`src/core/qdec_regs.vh`:
```
// Constants for the serial flash host sequencer: opcodes, formats, timing.
// How it works
// RL1: Four-wire mode moves four bits per clock; opcode upper nibble first.
// RL2: Four-wire write enable, volatile enable, disable, status reads and writes.
// RL3: Four-wire erase, suspend, resume, power-down, exit, reset, program, erase.
// RL4: Four-wire reads take address, mode or dummy, then data; dummy from param. The code does this for 0Bh, 0Ch, EBh only; others use cmd_dummy.
// RL5: Device takes wrapped burst length from low param nibble.
// RL6: Device repeats status and identification bytes until select rises.
// RL7: Bytes move most significant bit first on one, two or four lines.
// RL8: Host sends one to 256 data bytes after program address.
// RL9: Device wraps program byte pointer within the page past 256.
// RL10: Device lets status one write carry a second byte.
// RL11: Security areas use top byte zero, bits 15..12 one to three.
// RL12: Dual address puts even bits on IO0, odd bits on IO1.
// RL13: Quad address puts bit n on IO(n mod 4), A23 first.
// RL14: Quad data sends upper nibble then lower nibble on IO3..IO0.
// RL15: Device takes wrap bits from IO0..IO2 on seventh clock.
// RL16: Device gives four undefined clocks after mode byte in quad read.
// RL17: Device gives two undefined clocks after mode byte in word read.
// RL18: Double-rate single-wire reads 0Dh, BDh, EDh: eight-clock opcode.
// RL19: Double-rate four-wire reads 0Eh, 0Dh, EDh: two-clock opcode.
// RL20: Host sends Fxh mode byte in double-rate reads unless bypassing.
// RL21: Device refuses program, erase, status write without write enable.
// RL22: Device stays four-wire only with quad enable bit set.
// RL23: Device ignores unknown opcodes until select toggles.
// RL24: Raising select returns the device decoder to opcode wait.
`ifndef QDEC_REGS_VH
`define QDEC_REGS_VH

// ==========================================================================
// Opcodes.
`define QD_OP_WREN 8'h06
`define QD_OP_VWREN 8'h50
`define QD_OP_WRDI 8'h04
`define QD_OP_RS1 8'h05
`define QD_OP_RS2 8'h35
`define QD_OP_RS3 8'h15
`define QD_OP_WS1 8'h01
`define QD_OP_WS2 8'h31
`define QD_OP_WS3 8'h11
`define QD_OP_CE1 8'hC7
`define QD_OP_CE2 8'h60
`define QD_OP_SUSP 8'h75
`define QD_OP_RESM 8'h7A
`define QD_OP_PD 8'hB9
`define QD_OP_SETP 8'hC0
`define QD_OP_RPDID 8'hAB
`define QD_OP_MFID 8'h90
`define QD_OP_JEDEC 8'h9F
`define QD_OP_QENTER 8'h38
`define QD_OP_QEXIT 8'hFF
`define QD_OP_RSTEN 8'h66
`define QD_OP_RST 8'h99
`define QD_OP_PP 8'h02
`define QD_OP_QPP 8'h32
`define QD_OP_SE 8'h20
`define QD_OP_BE32 8'h52
`define QD_OP_BE64 8'hD8
`define QD_OP_READ 8'h03
`define QD_OP_FR 8'h0B
`define QD_OP_FR2 8'h3B
`define QD_OP_FR4 8'h6B
`define QD_OP_SFDP 8'h5A
`define QD_OP_WRAPRD 8'h0C
`define QD_OP_BBIO 8'hBB
`define QD_OP_EBIO 8'hEB
`define QD_OP_E7IO 8'hE7
`define QD_OP_SETWRAP 8'h77
`define QD_OP_SECER 8'h44
`define QD_OP_SECPG 8'h42
`define QD_OP_SECRD 8'h48
`define QD_OP_DTR1 8'h0D
`define QD_OP_DTR2 8'hBD
`define QD_OP_DTR4 8'hED
`define QD_OP_DTRWR 8'h0E

// ==========================================================================
// Command format word: one bit per flag, OR-ed together.
`define QD_FK 12'h001
`define QD_FA 12'h002
`define QD_FA2 12'h004
`define QD_FA4 12'h008
`define QD_FM 12'h010
`define QD_FP 12'h020
`define QD_FW 12'h040
`define QD_FR 12'h080
`define QD_FD2 12'h100
`define QD_FD4 12'h200
`define QD_FT 12'h400
`define QD_FS 12'h800
`define QD_F_KNOWN 0
`define QD_F_ADDR 1
`define QD_F_AL 3:2
`define QD_F_MODE 4
`define QD_F_PDUM 5
`define QD_F_WR 6
`define QD_F_RD 7
`define QD_F_DL 9:8
`define QD_F_DTR 10
`define QD_F_SEC 11

// ==========================================================================
// Lane codes, field layouts and reset values.
`define QD_LG1 2'h0
`define QD_LG2 2'h1
`define QD_LG4 2'h2
`define QD_ADDR_BITS 6'h18
`define QD_BYTE_BITS 6'h08
`define QD_PAGE_BYTES 9'h100
`define QD_SEC_TOP 23:16
`define QD_SEC_AREA 15:12
`define QD_SEC_GAP 11:10
`define QD_SEC_MIN 4'h1
`define QD_SEC_MAX 4'h3
`define QD_PARAM_DUM 7:4
`define QD_MODE_HI 4'hF
`define QD_PARAM_RST 8'h00

// ==========================================================================
// Serial clock: half period and mid point in system clocks.
`define QD_SCLK_HALF 4'h8
`define QD_SCLK_MID 4'h4

`endif

```
`src/core/qdec_host.v`:
```
// Host sequencer that drives a serial flash over single, dual and quad lines.
`timescale 1ns/1ns
`include "qdec_regs.vh"
module qdec_host (
  input wire clock,
  input wire resetn,
  input wire cmd_valid,
  output wire cmd_ready,
  input wire [7:0] cmd_opcode,
  input wire [23:0] cmd_addr,
  input wire [3:0] cmd_dummy,
  input wire [7:0] continuous_read_mode_byte,
  input wire cmd_bypass,
  input wire [15:0] cmd_rd_len,
  output reg cmd_done,
  output reg cmd_err,
  input wire wr_valid,
  output wire wr_ready,
  input wire [7:0] wr_byte,
  input wire wr_last,
  output reg rd_valid,
  output reg [7:0] rd_byte,
  output reg qpi_active,
  output reg [7:0] read_param_byte,
  output reg flash_cs_n,
  output reg flash_sclk,
  input wire [3:0] io_in,
  output reg [3:0] io_out,
  output reg [3:0] io_oe
);
  localparam S_IDLE = 4'h0;
  localparam S_OPC = 4'h1;
  localparam S_ADDR = 4'h2;
  localparam S_MODE = 4'h3;
  localparam S_DUM = 4'h4;
  localparam S_WFETCH = 4'h5;
  localparam S_WDATA = 4'h6;
  localparam S_RDATA = 4'h7;
  localparam S_END = 4'h8;

  // ========================================================================
  // Decoding helpers.

  // Command format for an opcode in single-wire or four-wire command mode.
  function [11:0] fmt_of;
    input [7:0] op;
    input qpi;
    reg [11:0] f;
    begin
      f = 12'h000;
      if (qpi) begin
        case (op)
          `QD_OP_WREN, `QD_OP_VWREN, `QD_OP_WRDI, `QD_OP_CE1, `QD_OP_CE2,
          `QD_OP_SUSP, `QD_OP_RESM, `QD_OP_PD, `QD_OP_QEXIT,
          `QD_OP_RSTEN, `QD_OP_RST: f = `QD_FK; // RL2 RL3
          `QD_OP_RS1, `QD_OP_RS2, `QD_OP_RS3,
          `QD_OP_JEDEC: f = `QD_FK | `QD_FR; // RL2
          `QD_OP_WS1, `QD_OP_WS2, `QD_OP_WS3,
          `QD_OP_SETP: f = `QD_FK | `QD_FW; // RL2 RL4
          `QD_OP_RPDID, `QD_OP_MFID: f = `QD_FK | `QD_FA | `QD_FR;
          `QD_OP_PP: f = `QD_FK | `QD_FA | `QD_FW; // RL3
          `QD_OP_SE, `QD_OP_BE32, `QD_OP_BE64: f = `QD_FK | `QD_FA; // RL3
          `QD_OP_FR, `QD_OP_WRAPRD: f = `QD_FK | `QD_FA | `QD_FP | `QD_FR;
          `QD_OP_EBIO: f = `QD_FK | `QD_FA | `QD_FM | `QD_FP | `QD_FR; // RL4
          `QD_OP_DTR1, `QD_OP_DTRWR: f = `QD_FK | `QD_FA | `QD_FT | `QD_FR;
          `QD_OP_DTR4: f = `QD_FK | `QD_FA | `QD_FM | `QD_FT | `QD_FR; // RL19
          default: f = 12'h000;
        endcase
        if (f != 12'h000) begin
          f = f | `QD_FA4 | `QD_FD4; // RL1
        end
      end else begin
        case (op)
          `QD_OP_WREN, `QD_OP_VWREN, `QD_OP_WRDI, `QD_OP_CE1, `QD_OP_CE2,
          `QD_OP_SUSP, `QD_OP_RESM, `QD_OP_PD, `QD_OP_QENTER,
          `QD_OP_RSTEN, `QD_OP_RST: f = `QD_FK;
          `QD_OP_RS1, `QD_OP_RS2, `QD_OP_RS3, `QD_OP_JEDEC: f = `QD_FK | `QD_FR;
          `QD_OP_WS1, `QD_OP_WS2, `QD_OP_WS3: f = `QD_FK | `QD_FW;
          `QD_OP_RPDID, `QD_OP_MFID, `QD_OP_READ: f = `QD_FK | `QD_FA | `QD_FR;
          `QD_OP_PP: f = `QD_FK | `QD_FA | `QD_FW;
          `QD_OP_QPP: f = `QD_FK | `QD_FA | `QD_FW | `QD_FD4;
          `QD_OP_SE, `QD_OP_BE32, `QD_OP_BE64: f = `QD_FK | `QD_FA;
          `QD_OP_FR, `QD_OP_SFDP: f = `QD_FK | `QD_FA | `QD_FR;
          `QD_OP_FR2: f = `QD_FK | `QD_FA | `QD_FR | `QD_FD2;
          `QD_OP_FR4: f = `QD_FK | `QD_FA | `QD_FR | `QD_FD4;
          `QD_OP_BBIO: f = `QD_FK | `QD_FA | `QD_FA2 | `QD_FM | `QD_FR |
            `QD_FD2; // RL12
          `QD_OP_EBIO, `QD_OP_E7IO: f = `QD_FK | `QD_FA | `QD_FA4 | `QD_FM |
            `QD_FR | `QD_FD4; // RL13
          `QD_OP_SETWRAP: f = `QD_FK | `QD_FW | `QD_FD4;
          `QD_OP_SECER: f = `QD_FK | `QD_FA | `QD_FS; // RL11
          `QD_OP_SECPG: f = `QD_FK | `QD_FA | `QD_FW | `QD_FS; // RL11
          `QD_OP_SECRD: f = `QD_FK | `QD_FA | `QD_FR | `QD_FS; // RL11
          `QD_OP_DTR1: f = `QD_FK | `QD_FA | `QD_FT | `QD_FR; // RL18
          `QD_OP_DTR2: f = `QD_FK | `QD_FA | `QD_FA2 | `QD_FM | `QD_FT |
            `QD_FR | `QD_FD2; // RL18
          `QD_OP_DTR4: f = `QD_FK | `QD_FA | `QD_FA4 | `QD_FM | `QD_FT |
            `QD_FR | `QD_FD4; // RL18
          default: f = 12'h000;
        endcase
      end
      fmt_of = f;
    end
  endfunction

  // Pin values for the top four bits of a shift register, MSB first.
  function [3:0] lane_out;
    input [3:0] top;
    input [1:0] lg;
    begin
      case (lg)
        `QD_LG1: lane_out = {3'h0, top[3]};
        `QD_LG2: lane_out = {2'h0, top[3], top[2]}; // RL12
        default: lane_out = top; // RL13 RL14
      endcase
    end
  endfunction

  // Output enables for a lane count.
  function [3:0] lane_oe;
    input [1:0] lg;
    begin
      case (lg)
        `QD_LG1: lane_oe = 4'h1;
        `QD_LG2: lane_oe = 4'h3;
        default: lane_oe = 4'hF;
      endcase
    end
  endfunction

  // Number of bits moved per step for a lane count.
  function [5:0] lanes_of;
    input [1:0] lg;
    begin
      case (lg)
        `QD_LG1: lanes_of = 6'h01;
        `QD_LG2: lanes_of = 6'h02;
        default: lanes_of = 6'h04;
      endcase
    end
  endfunction

  // Phase that follows the current one.
  function [3:0] next_ph;
    input [3:0] cur;
    input [11:0] f;
    input dum_nz;
    input wdone;
    reg [3:0] data_ph;
    begin
      data_ph = f[`QD_F_WR] ? S_WFETCH : (f[`QD_F_RD] ? S_RDATA : S_END);
      case (cur)
        S_OPC: next_ph = f[`QD_F_ADDR] ? S_ADDR : data_ph;
        S_ADDR: next_ph = f[`QD_F_MODE] ? S_MODE :
          (dum_nz ? S_DUM : data_ph); // RL4
        S_MODE: next_ph = dum_nz ? S_DUM : data_ph;
        S_DUM: next_ph = data_ph;
        S_WDATA: next_ph = wdone ? S_END : S_WFETCH;
        default: next_ph = S_END;
      endcase
    end
  endfunction

  // ========================================================================
  // Reset release, divider and input synchroniser.
  reg rst_meta_reg;
  reg rst_n_reg;
  always @(posedge clock or negedge resetn) begin
    if (!resetn) begin
      rst_meta_reg <= 1'b0;
      rst_n_reg <= 1'b0;
    end else begin
      rst_meta_reg <= 1'b1;
      rst_n_reg <= rst_meta_reg;
    end
  end

  reg run_reg;
  wire edge_tick;
  wire mid_tick;
  wire [3:0] io_sync;
  qdec_sclk_div u_div (
    .clock(clock),
    .rst_n(rst_n_reg),
    .run(run_reg),
    .edge_tick(edge_tick),
    .mid_tick(mid_tick)
  );
  qdec_io_sync u_sync (
    .clock(clock),
    .rst_n(rst_n_reg),
    .io_in(io_in),
    .io_sync(io_sync)
  );

  // ========================================================================
  // Sequencer state.
  reg [3:0] state_reg;
  reg [11:0] fmt_reg;
  reg [7:0] op_reg;
  reg [23:0] addr_reg;
  reg [7:0] mode_reg;
  reg [3:0] dum_reg;
  reg [31:0] sh_reg;
  reg [5:0] cnt_reg;
  reg [1:0] lg_reg;
  reg hold_reg;
  reg [15:0] rd_left_reg;
  reg [7:0] rd_sh_reg;
  reg [3:0] rd_bits_reg;
  reg [8:0] wr_cnt_reg;
  reg wr_last_reg;
  reg [7:0] param_cap_reg;
  reg rst_armed_reg;

  wire [11:0] fmt_new = fmt_of(cmd_opcode, qpi_active);
  wire sec_ok = (cmd_addr[`QD_SEC_TOP] == 8'h00) &&
    (cmd_addr[`QD_SEC_AREA] >= `QD_SEC_MIN) &&
    (cmd_addr[`QD_SEC_AREA] <= `QD_SEC_MAX) &&
    (cmd_addr[`QD_SEC_GAP] == 2'h0); // RL11
  wire wdone = wr_last_reg || (wr_cnt_reg == `QD_PAGE_BYTES); // RL8
  wire [3:0] tgt = next_ph(state_reg, fmt_reg, dum_reg != 4'h0, wdone);
  wire dtr_ph = fmt_reg[`QD_F_DTR] && ((state_reg == S_ADDR) ||
    (state_reg == S_MODE) || (state_reg == S_RDATA)); // RL18 RL19
  wire fall = edge_tick && flash_sclk;
  wire rise = edge_tick && !flash_sclk;
  wire dmid = mid_tick && !hold_reg;
  wire out_ph = (state_reg == S_OPC) || (state_reg == S_ADDR) ||
    (state_reg == S_MODE) || (state_reg == S_DUM) || (state_reg == S_WDATA);
  wire step = out_ph && (dtr_ph ? dmid : fall);
  wire samp = (state_reg == S_RDATA) && (dtr_ph ? dmid : rise);
  wire [5:0] lanes_n = lanes_of(lg_reg);
  wire [31:0] sh_shift = sh_reg << lanes_n;
  wire [7:0] rd_shift = (lg_reg == `QD_LG1) ? {rd_sh_reg[6:0], io_sync[1]} :
    (lg_reg == `QD_LG2) ? {rd_sh_reg[5:0], io_sync[1:0]} :
    {rd_sh_reg[3:0], io_sync[3:0]}; // RL7 RL14
  wire [3:0] rd_bits_next = rd_bits_reg + lanes_n[3:0];

  assign cmd_ready = (state_reg == S_IDLE);
  assign wr_ready = (state_reg == S_WFETCH);

  // Load values for the phase being entered.
  reg [31:0] ld_sh;
  reg [5:0] ld_cnt;
  reg [1:0] ld_lg;
  reg ld_drv;
  always @* begin
    ld_sh = 32'h00000000;
    ld_cnt = `QD_BYTE_BITS;
    ld_lg = fmt_reg[`QD_F_AL];
    ld_drv = 1'b0;
    case (tgt)
      S_ADDR: begin
        ld_sh = {addr_reg, 8'h00}; // RL12 RL13
        ld_cnt = `QD_ADDR_BITS;
        ld_drv = 1'b1;
      end
      S_MODE: begin
        ld_sh = {mode_reg, 24'h000000};
        ld_drv = 1'b1;
      end
      S_DUM: begin
        ld_cnt = {2'h0, dum_reg};
        ld_lg = `QD_LG1;
      end
      default: ld_lg = fmt_reg[`QD_F_DL];
    endcase
  end

  // Main sequencer: commands, phases, serial clock and pins.
  always @(posedge clock or negedge rst_n_reg) begin
    if (!rst_n_reg) begin
      state_reg <= S_IDLE;
      fmt_reg <= 12'h000;
      op_reg <= 8'h00;
      addr_reg <= 24'h000000;
      mode_reg <= 8'h00;
      dum_reg <= 4'h0;
      sh_reg <= 32'h00000000;
      cnt_reg <= 6'h00;
      lg_reg <= `QD_LG1;
      hold_reg <= 1'b0;
      rd_left_reg <= 16'h0000;
      rd_sh_reg <= 8'h00;
      rd_bits_reg <= 4'h0;
      wr_cnt_reg <= 9'h000;
      wr_last_reg <= 1'b0;
      param_cap_reg <= 8'h00;
      rst_armed_reg <= 1'b0;
      run_reg <= 1'b0;
      cmd_done <= 1'b0;
      cmd_err <= 1'b0;
      rd_valid <= 1'b0;
      rd_byte <= 8'h00;
      qpi_active <= 1'b0;
      read_param_byte <= `QD_PARAM_RST;
      flash_cs_n <= 1'b1;
      flash_sclk <= 1'b0;
      io_out <= 4'h0;
      io_oe <= 4'h0;
    end else begin
      cmd_done <= 1'b0;
      cmd_err <= 1'b0;
      rd_valid <= 1'b0;
      if (edge_tick) begin
        flash_sclk <= ~flash_sclk;
        hold_reg <= 1'b0;
      end
      case (state_reg)
        S_IDLE: begin
          if (cmd_valid) begin
            if (!fmt_new[`QD_F_KNOWN] || (fmt_new[`QD_F_SEC] && !sec_ok)) begin
              cmd_err <= 1'b1; // RL11
            end else begin
              fmt_reg <= fmt_new;
              op_reg <= cmd_opcode;
              addr_reg <= cmd_addr;
              mode_reg <= (fmt_new[`QD_F_DTR] && !cmd_bypass) ?
                {`QD_MODE_HI, continuous_read_mode_byte[3:0]} :
                continuous_read_mode_byte; // RL20
              dum_reg <= !fmt_new[`QD_F_RD] ? 4'h0 : fmt_new[`QD_F_PDUM] ?
                read_param_byte[`QD_PARAM_DUM] : cmd_dummy; // RL3 RL4
              rd_left_reg <= (cmd_rd_len == 16'h0000) ? 16'h0001 : cmd_rd_len;
              rd_bits_reg <= 4'h0;
              wr_cnt_reg <= 9'h000;
              wr_last_reg <= 1'b0;
              sh_reg <= {cmd_opcode, 24'h000000}; // RL7
              cnt_reg <= `QD_BYTE_BITS;
              lg_reg <= qpi_active ? `QD_LG4 : `QD_LG1; // RL1 RL18
              io_out <= lane_out(cmd_opcode[7:4], qpi_active ?
                `QD_LG4 : `QD_LG1); // RL1
              io_oe <= lane_oe(qpi_active ? `QD_LG4 : `QD_LG1);
              flash_cs_n <= 1'b0;
              run_reg <= 1'b1;
              state_reg <= S_OPC;
            end
          end
        end
        S_WFETCH: begin
          if (wr_valid) begin
            sh_reg <= {wr_byte, 24'h000000}; // RL14
            cnt_reg <= `QD_BYTE_BITS;
            lg_reg <= fmt_reg[`QD_F_DL];
            io_out <= lane_out(wr_byte[7:4], fmt_reg[`QD_F_DL]);
            io_oe <= lane_oe(fmt_reg[`QD_F_DL]);
            wr_cnt_reg <= wr_cnt_reg + 9'h001; // RL8
            wr_last_reg <= wr_last;
            if (wr_cnt_reg == 9'h000) begin
              param_cap_reg <= wr_byte;
            end
            run_reg <= 1'b1;
            state_reg <= S_WDATA;
          end
        end
        S_RDATA: begin
          if (samp) begin
            rd_sh_reg <= rd_shift;
            rd_bits_reg <= rd_bits_next;
            if (rd_bits_next == 4'h8) begin
              rd_bits_reg <= 4'h0;
              rd_valid <= 1'b1;
              rd_byte <= rd_shift;
              rd_left_reg <= rd_left_reg - 16'h0001;
              if (rd_left_reg == 16'h0001) begin
                state_reg <= S_END;
              end
            end
          end
        end
        S_END: begin
          // Select rises only with the serial clock low.
          if (!flash_sclk) begin
            flash_cs_n <= 1'b1;
            run_reg <= 1'b0;
            io_oe <= 4'h0;
            cmd_done <= 1'b1;
            state_reg <= S_IDLE;
            rst_armed_reg <= (op_reg == `QD_OP_RSTEN);
            if (op_reg == `QD_OP_QENTER && !qpi_active) begin
              qpi_active <= 1'b1;
            end
            if (op_reg == `QD_OP_QEXIT && qpi_active) begin
              qpi_active <= 1'b0; // RL3
            end
            if (op_reg == `QD_OP_RST && rst_armed_reg) begin
              qpi_active <= 1'b0; // RL3
              read_param_byte <= `QD_PARAM_RST;
            end
            if (op_reg == `QD_OP_SETP && wr_cnt_reg != 9'h000) begin
              read_param_byte <= param_cap_reg; // RL4
            end
          end
        end
        default: begin
          if (step) begin
            if (cnt_reg > lanes_n) begin
              sh_reg <= sh_shift;
              cnt_reg <= cnt_reg - lanes_n;
              io_out <= lane_out(sh_shift[31:28], lg_reg); // RL1 RL13
            end else begin
              sh_reg <= ld_sh;
              cnt_reg <= ld_cnt;
              lg_reg <= ld_lg;
              io_out <= lane_out(ld_sh[31:28], ld_lg);
              io_oe <= ld_drv ? lane_oe(ld_lg) : 4'h0;
              hold_reg <= 1'b1;
              rd_sh_reg <= 8'h00;
              if (tgt == S_WFETCH) begin
                run_reg <= 1'b0;
              end
              state_reg <= tgt;
            end
          end
        end
      endcase
    end
  end
endmodule

```
`src/core/qdec_sclk_div.v`:
```
// Divider giving edge and mid-point enables for the serial clock.
`timescale 1ns/1ns
`include "qdec_regs.vh"
module qdec_sclk_div (
  input wire clock,
  input wire rst_n,
  input wire run,
  output wire edge_tick,
  output wire mid_tick
);
  reg [3:0] cnt_reg;

  // Count half periods while running; restart cleanly after a stall.
  always @(posedge clock or negedge rst_n) begin
    if (!rst_n) begin
      cnt_reg <= 4'h0;
    end else if (!run || edge_tick) begin
      cnt_reg <= 4'h0;
    end else begin
      cnt_reg <= cnt_reg + 4'h1;
    end
  end

  // One-cycle enables at the end and the middle of each half period.
  assign edge_tick = run && (cnt_reg == `QD_SCLK_HALF - 4'h1);
  assign mid_tick = run && (cnt_reg == `QD_SCLK_MID - 4'h1);
endmodule

```
`src/core/qdec_io_sync.v`:
```
// Two-stage synchroniser for the four IO input lines.
`timescale 1ns/1ns
module qdec_io_sync (
  input wire clock,
  input wire rst_n,
  input wire [3:0] io_in,
  output wire [3:0] io_sync
);
  genvar i;
  generate
    for (i = 0; i < 4; i = i + 1) begin : lane
      reg meta_reg;
      reg sync_reg;
      // The first stage feeds only the second stage.
      always @(posedge clock or negedge rst_n) begin
        if (!rst_n) begin
          meta_reg <= 1'b0;
          sync_reg <= 1'b0;
        end else begin
          meta_reg <= io_in[i];
          sync_reg <= meta_reg;
        end
      end
      assign io_sync[i] = sync_reg;
    end
  endgenerate
endmodule

```
`config.mk`:
```
export PLATFORM = sky130hd
export DESIGN_NAME = qdec_host
export DESIGN_NICKNAME = d
export VERILOG_FILES = /design/src/core/qdec_host.v /design/src/core/qdec_sclk_div.v /design/src/core/qdec_io_sync.v
export VERILOG_INCLUDE_DIRS = /design/src /design/src/core
export SDC_FILE = /design/constraint.sdc
export NUM_CORES = 1
export LEC_CHECK = 0
export ABC_AREA = 1
export BUFFER_PORTS_ARGS = -buffer_cell sky130_fd_sc_hd__buf_2
export CORE_MARGIN = 1.5
export CORE_UTILIZATION = 49
export CTS_CLUSTER_DIAMETER = 120
export DETAILED_ROUTE_END_ITERATION = 10
export HOLD_SLACK_MARGIN = 0.08
export PLACE_DENSITY_LB_ADDON = 0.1
export SLEW_MARGIN = 5
export SYNTH_ARGS = -nofsm -noshare
export SYNTH_HDL_FRONTEND = slang
export SYNTH_SLANG_ARGS = --single-unit
```
`constraint.sdc`:
```
create_clock -name clock -period 12.2 [get_ports clock]
set_input_delay 2.44 -clock clock [delete_from_list [all_inputs] [get_ports clock]]
set_output_delay 2.44 -clock clock [all_outputs]
set_load 0.05 [all_outputs]
```
Word level (Yosys, flattened, before mapping) --
Cells that the tools add are included.
Cells by class: bitwise gates (word level) 5, eq/ne operators 81, shifts and indexed selects 1, reductions and logical operators 86, multiplexer cells 124, $add $sub $neg 5, magnitude comparators 3
Operators with widths (count):
- case mux 12 bit (18 select lines) | 1
- two-way mux 32 bit | 5
- == test 8 bit, second input constant | 17
- two-way mux 4 bit | 33
- case mux 11 bit (10 select lines) | 1
- == test 8 x 7 -> 1 bit, second input constant | 13
- case mux 32 bit (3 select lines) | 1
- two-way mux 16 bit | 5
- case mux 32 bit (2 select lines) | 1
- case mux 4 bit (2 select lines) | 8
- == test 8 x 6 -> 1 bit, second input constant | 7
- two-way mux 8 bit | 5
- == test 8 x 4 -> 1 bit, second input constant | 4
- case mux 16 bit (2 select lines) | 1
- case mux 4 bit (4 select lines) | 2
- left shift 32 x 6 -> 32 bit | 1
- two-way mux 6 bit | 5
- two-way mux 1 bit | 29
- == test 4 x 3 -> 1 bit, second input constant | 7
- two-way mux 9 bit | 3
- == test 8 x 3 -> 1 bit, second input constant | 3
- two-way mux 12 bit | 2
- OR reduction 11 bit | 2
- two-way mux 7 bit | 3
- other kinds (62) | 146
Word-level totals: bits in registers 191, output and inout bits 32, logic and storage cells 344, input bits 78

Logic depth before layout (Yosys ltp) --
depth in word-level cells 14, depth in mapped cells 18, gate-level depth less buffers 18

Cells and area by module --
Synthesis repeated with hierarchy kept, for this count alone.
Unflattened totals: cells, all modules 1462, area, all modules 10811.6 sq um
Modules (own cells, without submodules):
- qdec_host | cells an instance 1427, times used 1, area each 10386.2 sq um
- qdec_io_sync | cells an instance 12, times used 1, area each 230.2 sq um
- qdec_sclk_div | cells an instance 23, times used 1, area each 195.2 sq um

Worst setup path after synthesis --
No wires, ideal clock.
path type input to register, from input port cmd_opcode[4], to register rd_left_reg[10], stages 16, buffers on the path 2, slack 8.079 ns, arrival 3.999 ns, library setup time 0.123 ns, cells stage by stage nor2_1 -> nand2_4 -> nor2_2 -> nor2_1 -> nand3_1 -> nor2_1 -> nand3_1 -> nand2_2 -> nand3_2 -> nand4_2 -> buf_6 -> nand2_4 -> nand2_2 -> buf_4 -> nand2_1 -> o21ai_1
On the way: word-level cells in the longest chain between the ends 10
Ends and longest elaborated chain:
- start, declared | line qdec_host.v:9 | input wire [7:0] cmd_opcode,
- == test 8 x 3 -> 1 bit (tied with other cells) | line qdec_host.v:52, qdec_host.v:73
- OR reduction 11 bit (tied with other cells) | line qdec_host.v:52 | case (op)
- case mux 11 bit (10 select lines) | line qdec_host.v:52
- two-way mux 12 bit | line qdec_host.v:51 | if (qpi) begin
- two-way mux 10 bit | line qdec_host.v:69 | if (f != 12'h000) begin
- two-way mux 12 bit (*) | line qdec_host.v:51
- zero test 1 bit | line qdec_host.v:312 | if (!fmt_new[`QD_F_KNOWN] || (fmt_new[`QD_F_SEC] && !sec_ok)) begin
- logical OR 1 bit (*) | line qdec_host.v:312
- != test 2 bit (no source line) (*)
- AND reduction 5 bit (no source line) (*)
- end signal, assigned | line qdec_host.v:323 | rd_left_reg <= (cmd_rd_len == 16'h0000) ? 16'h0001 : cmd_rd_len;
- end signal, assigned | line qdec_host.v:363 | rd_left_reg <= rd_left_reg - 16'h0001;
- end, declared | line qdec_host.v:208 | reg [15:0] rd_left_reg;
Every way passes the cells marked *; elsewhere a longest branch is shown, timed or not. The select of a mux whose other input is x is not followed. A chain may end at the register's enable or synchronous reset.

Worst setup path after layout --
from input port cmd_opcode[2], to register fmt_reg[3]
On the way: word-level cells in the longest chain between the ends 10
Ends and longest elaborated chain:
- == test 8 x 3 -> 1 bit (tied with other cells) | line qdec_host.v:52, qdec_host.v:73
- OR reduction 11 bit (tied with other cells) | line qdec_host.v:52
- case mux 11 bit (10 select lines) | line qdec_host.v:52
- two-way mux 12 bit | line qdec_host.v:51
- two-way mux 10 bit | line qdec_host.v:69
- two-way mux 12 bit (*) | line qdec_host.v:51
- zero test 1 bit | line qdec_host.v:312
- logical OR 1 bit | line qdec_host.v:312
- inverter 1 bit (no source line)
- AND reduction 3 bit (no source line)
- end signal, assigned | line qdec_host.v:315 | fmt_reg <= fmt_new;
- end, declared | line qdec_host.v:199 | reg [11:0] fmt_reg;
Marked as above.

==> results.sh <==
export IMPL_slowest_stage="inv_4"
export IMPL_syn_instance_count=1444
export IMPL_grt_max_degree=70
export IMPL_syn_to_final_growth_pct=12.0
export IMPL_cts_resized=0
export IMPL_clk_latency_ns=0.44
export IMPL_overflow=0
export IMPL_power_w=0.00293
export IMPL_drt_iter0_markers=727
export IMPL_yosysSeqAreaShare=0.435
export IMPL_synthTopCellsByCount="nand2_1 (382), dfrtp_1 (186), inv_1 (162)"
export IMPL_die_area_um2=22900
export IMPL_fin_crit_ns=5.01
export IMPL_synth_top_area_cell="dfrtp_1"
export IMPL_worstSetupPathType="input port to flip-flop"
export IMPL_hp_class="flip-flop to flip-flop"
export IMPL_io_pins=110
export IMPL_final_util=0.556
export IMPL_wl_per_cell_um=16.0
export IMPL_clk_pin_slew_worst_paths_ns=0.08
export IMPL_yosysMostFrequentCell="nand2_1"
export IMPL_final_cell_area_um2=12000
export IMPL_cellPowerDensity_nw_per_um2=243
export IMPL_synth_area_top_cells="dfrtp_1 (43%), nand2_1 (13%), o21ai_0 (6.5%)"
export IMPL_synth_edf_count=0
export IMPL_antenna_found_initial=0
export IMPL_ys_ff_latch=187
export IMPL_io_buffers=109
export IMPL_final_nets=1618
export IMPL_root_buffer="clkbuf_16"
export IMPL_drv_slew=0
export IMPL_start_util=0.496
export IMPL_place_hpwl_um=21400
export IMPL_end_kind="flip-flop"
export IMPL_syn_cell_area_um2=10800
export IMPL_fin_tns_setup_ns=0
export IMPL_dpl_cell_area_um2=11500
export IMPL_rsz0062_at_grt="no"
export IMPL_postCtsSetupRepairBufs=0
export IMPL_fp_dieW_um=151
export IMPL_regArea_um2=4680
export IMPL_final_hold_viol_count=0
export IMPL_drt_wl_total_um=29000
export IMPL_tightestPinTransition_ns=1.08
export IMPL_drive_gt1_frac=0.140
export IMPL_gp_congestion=0.907
export IMPL_leakagePower_nw=6.00
export IMPL_worstPathArrival_ns=5.34
export IMPL_dr_pass1_iters=5
export IMPL_design_core_area_um2=21700
export IMPL_cts_hold_buf=0
export IMPL_start_kind="input port"
export IMPL_vdd_drop_max_mv=0.130
export IMPL_finalCritPeriodShare=0.411
export IMPL_synth_ff_type="dfrtp_1"
export IMPL_die_y_um=151
export IMPL_syn_nets=1535
export IMPL_critPathMaxFanout=69
export IMPL_timing_slew_headroom=0.275
export IMPL_via_per_inst=5.44
export IMPL_fill_cells=2113
export IMPL_antennaDiodeCount=0
export IMPL_num_vias=9897
export IMPL_setup_violations=0
export IMPL_cts_tree="built"
export IMPL_cts_sinks=187
export IMPL_slowest_delay_ns=0.50
export IMPL_grt_pass1_vias=9389
export IMPL_cp_required_ns=12.53
export IMPL_fmax_mhz=200
export IMPL_drtAntennaViolNets=0
export IMPL_skew_ns=0.0148
export IMPL_largest_reg_flops=31
export IMPL_synth_area_per_cell_um2=7.45
export IMPL_yosys_warnings=0
export IMPL_grt_use_total=0.269
export IMPL_synth_top_area_frac=0.433
export IMPL_synth_distinct_cells=55
export IMPL_crit_chain="buf_2, inv_1, nand2_1, nor2_1, nand2_1, nand2_1, nand2_1, nand2_1, nor2_1, nand3_1, nand2_2, nand3_2, nand4_2, buf_4, inv_4, nand3_1, o21a_1"
export IMPL_fp_row_count=54
export IMPL_drv_cap=0
export IMPL_synthArstFlopShare=1.00
export IMPL_cts_htree_levels=4
export IMPL_cp_common_cell="nand2_1"
export IMPL_grt_pass1_wl_um=48000
export IMPL_cts_buffer_depth=2
export IMPL_cts_made_buffers=17
export IMPL_drc_errors=0
export IMPL_multiInputGateArea_um2=5130
export IMPL_outcome="finished, final reports clean"
==> worst paths after layout <==
kind / end / slack [ns] / cells after the start / from
max in group asynchronous: rst_n_reg / 10.33 / 1 / resetn
min: u_sync.lane[2].sync_reg / 0.35 / 0 / u_sync.lane[2].meta_reg
max reg2reg: sh_reg[29] / 7.68 / 13 / lg_reg[1]
min reg2reg: u_sync.lane[2].sync_reg / 0.35 / 0 / u_sync.lane[2].meta_reg
min in group asynchronous: addr_reg[10] / 0.42 / 0 / rst_n_reg
max: fmt_reg[3] / 7.19 / 17 / cmd_opcode[2]
==> critical path, delay by kind of cell <==
| kind | cells | cell delay, ns |
|---|---|---|
| and+or+nand+nor | 12 | 1.58 |
| buffers and inverters | 4 | 1.13 |
| AOI/OAI and AO/OA | 1 | 0.15 |
==> power by group <==
group | switching [W] | internal [W]
registers | 0.000158 | 0.000826
clock network | 0.000282 | 0.000277
logic | 0.000955 | 0.000429
==> kinds of logic after synthesis <==
| group | Yosys count | synth area share |
|---|---|---|
| compound gates | 321 | 0.173 |
| buf+inv | 231 | 0.0886 |
| other cells | 1 | 0.000349 |
| xor+xnor | 22 | 0.0179 |
| fa+ha+maj | 13 | 0.0165 |
| flops | 187 | 0.435 |
| mux | 5 | 0.00465 |
| simple gates | 664 | 0.264 |
==> metal layers <==
metal	vias to the layer above	GRT usage	share of wire
met5	-	0	0
met4	0	0.0927	0.026
met3	41	0.0383	0.041
met2	240	0.420	0.45
met1	4663	0.381	0.48
li1	4953	-	-
==> through the flow <==
step | hold slack, ns | instances | worst slack [ns]
after detailed placement | 0.335 | 1788 | 6.79
final | 0.352 | 1820 | 7.19
after global placement | 0.332 | 1788 | 6.79
after floorplan | 0.331 | 1444 | 6.61
after CTS | 0.353 | 1820 | 7.25
after global routing | 0.369 | 1820 | 6.82
==> final cells by class <==
class | count | area share
Clock inverter | 15 | 0.0143
Multi-Input combinational cell | 1026 | 0.426
Clock buffer | 17 | 0.0353
Timing Repair Buffer | 120 | 0.0521
Inverter | 175 | 0.0547
Tap cell | 280 | 0.0291
Sequential cell | 187 | 0.389
==> cells in the final DEF, fill, tap and decap left out, drive strengths merged, types with 15 or more instances in the layout <==
cell type | synthesis | final
nor2 | 126 | 126
a21oi | 42 | 42
dfrtp | 186 | 186
buf | 28 | 120
nand2 | 394 | 394
nor3 | 16 | 16
clkbuf | 28 | 17
nand4 | 20 | 20
nand3 | 80 | 80
inv | 172 | 179
o21ai | 190 | 190
o22ai | 42 | 42
nor4 | 15 | 15
xor2 | 20 | 20
(Power assumes the default switching activity.)
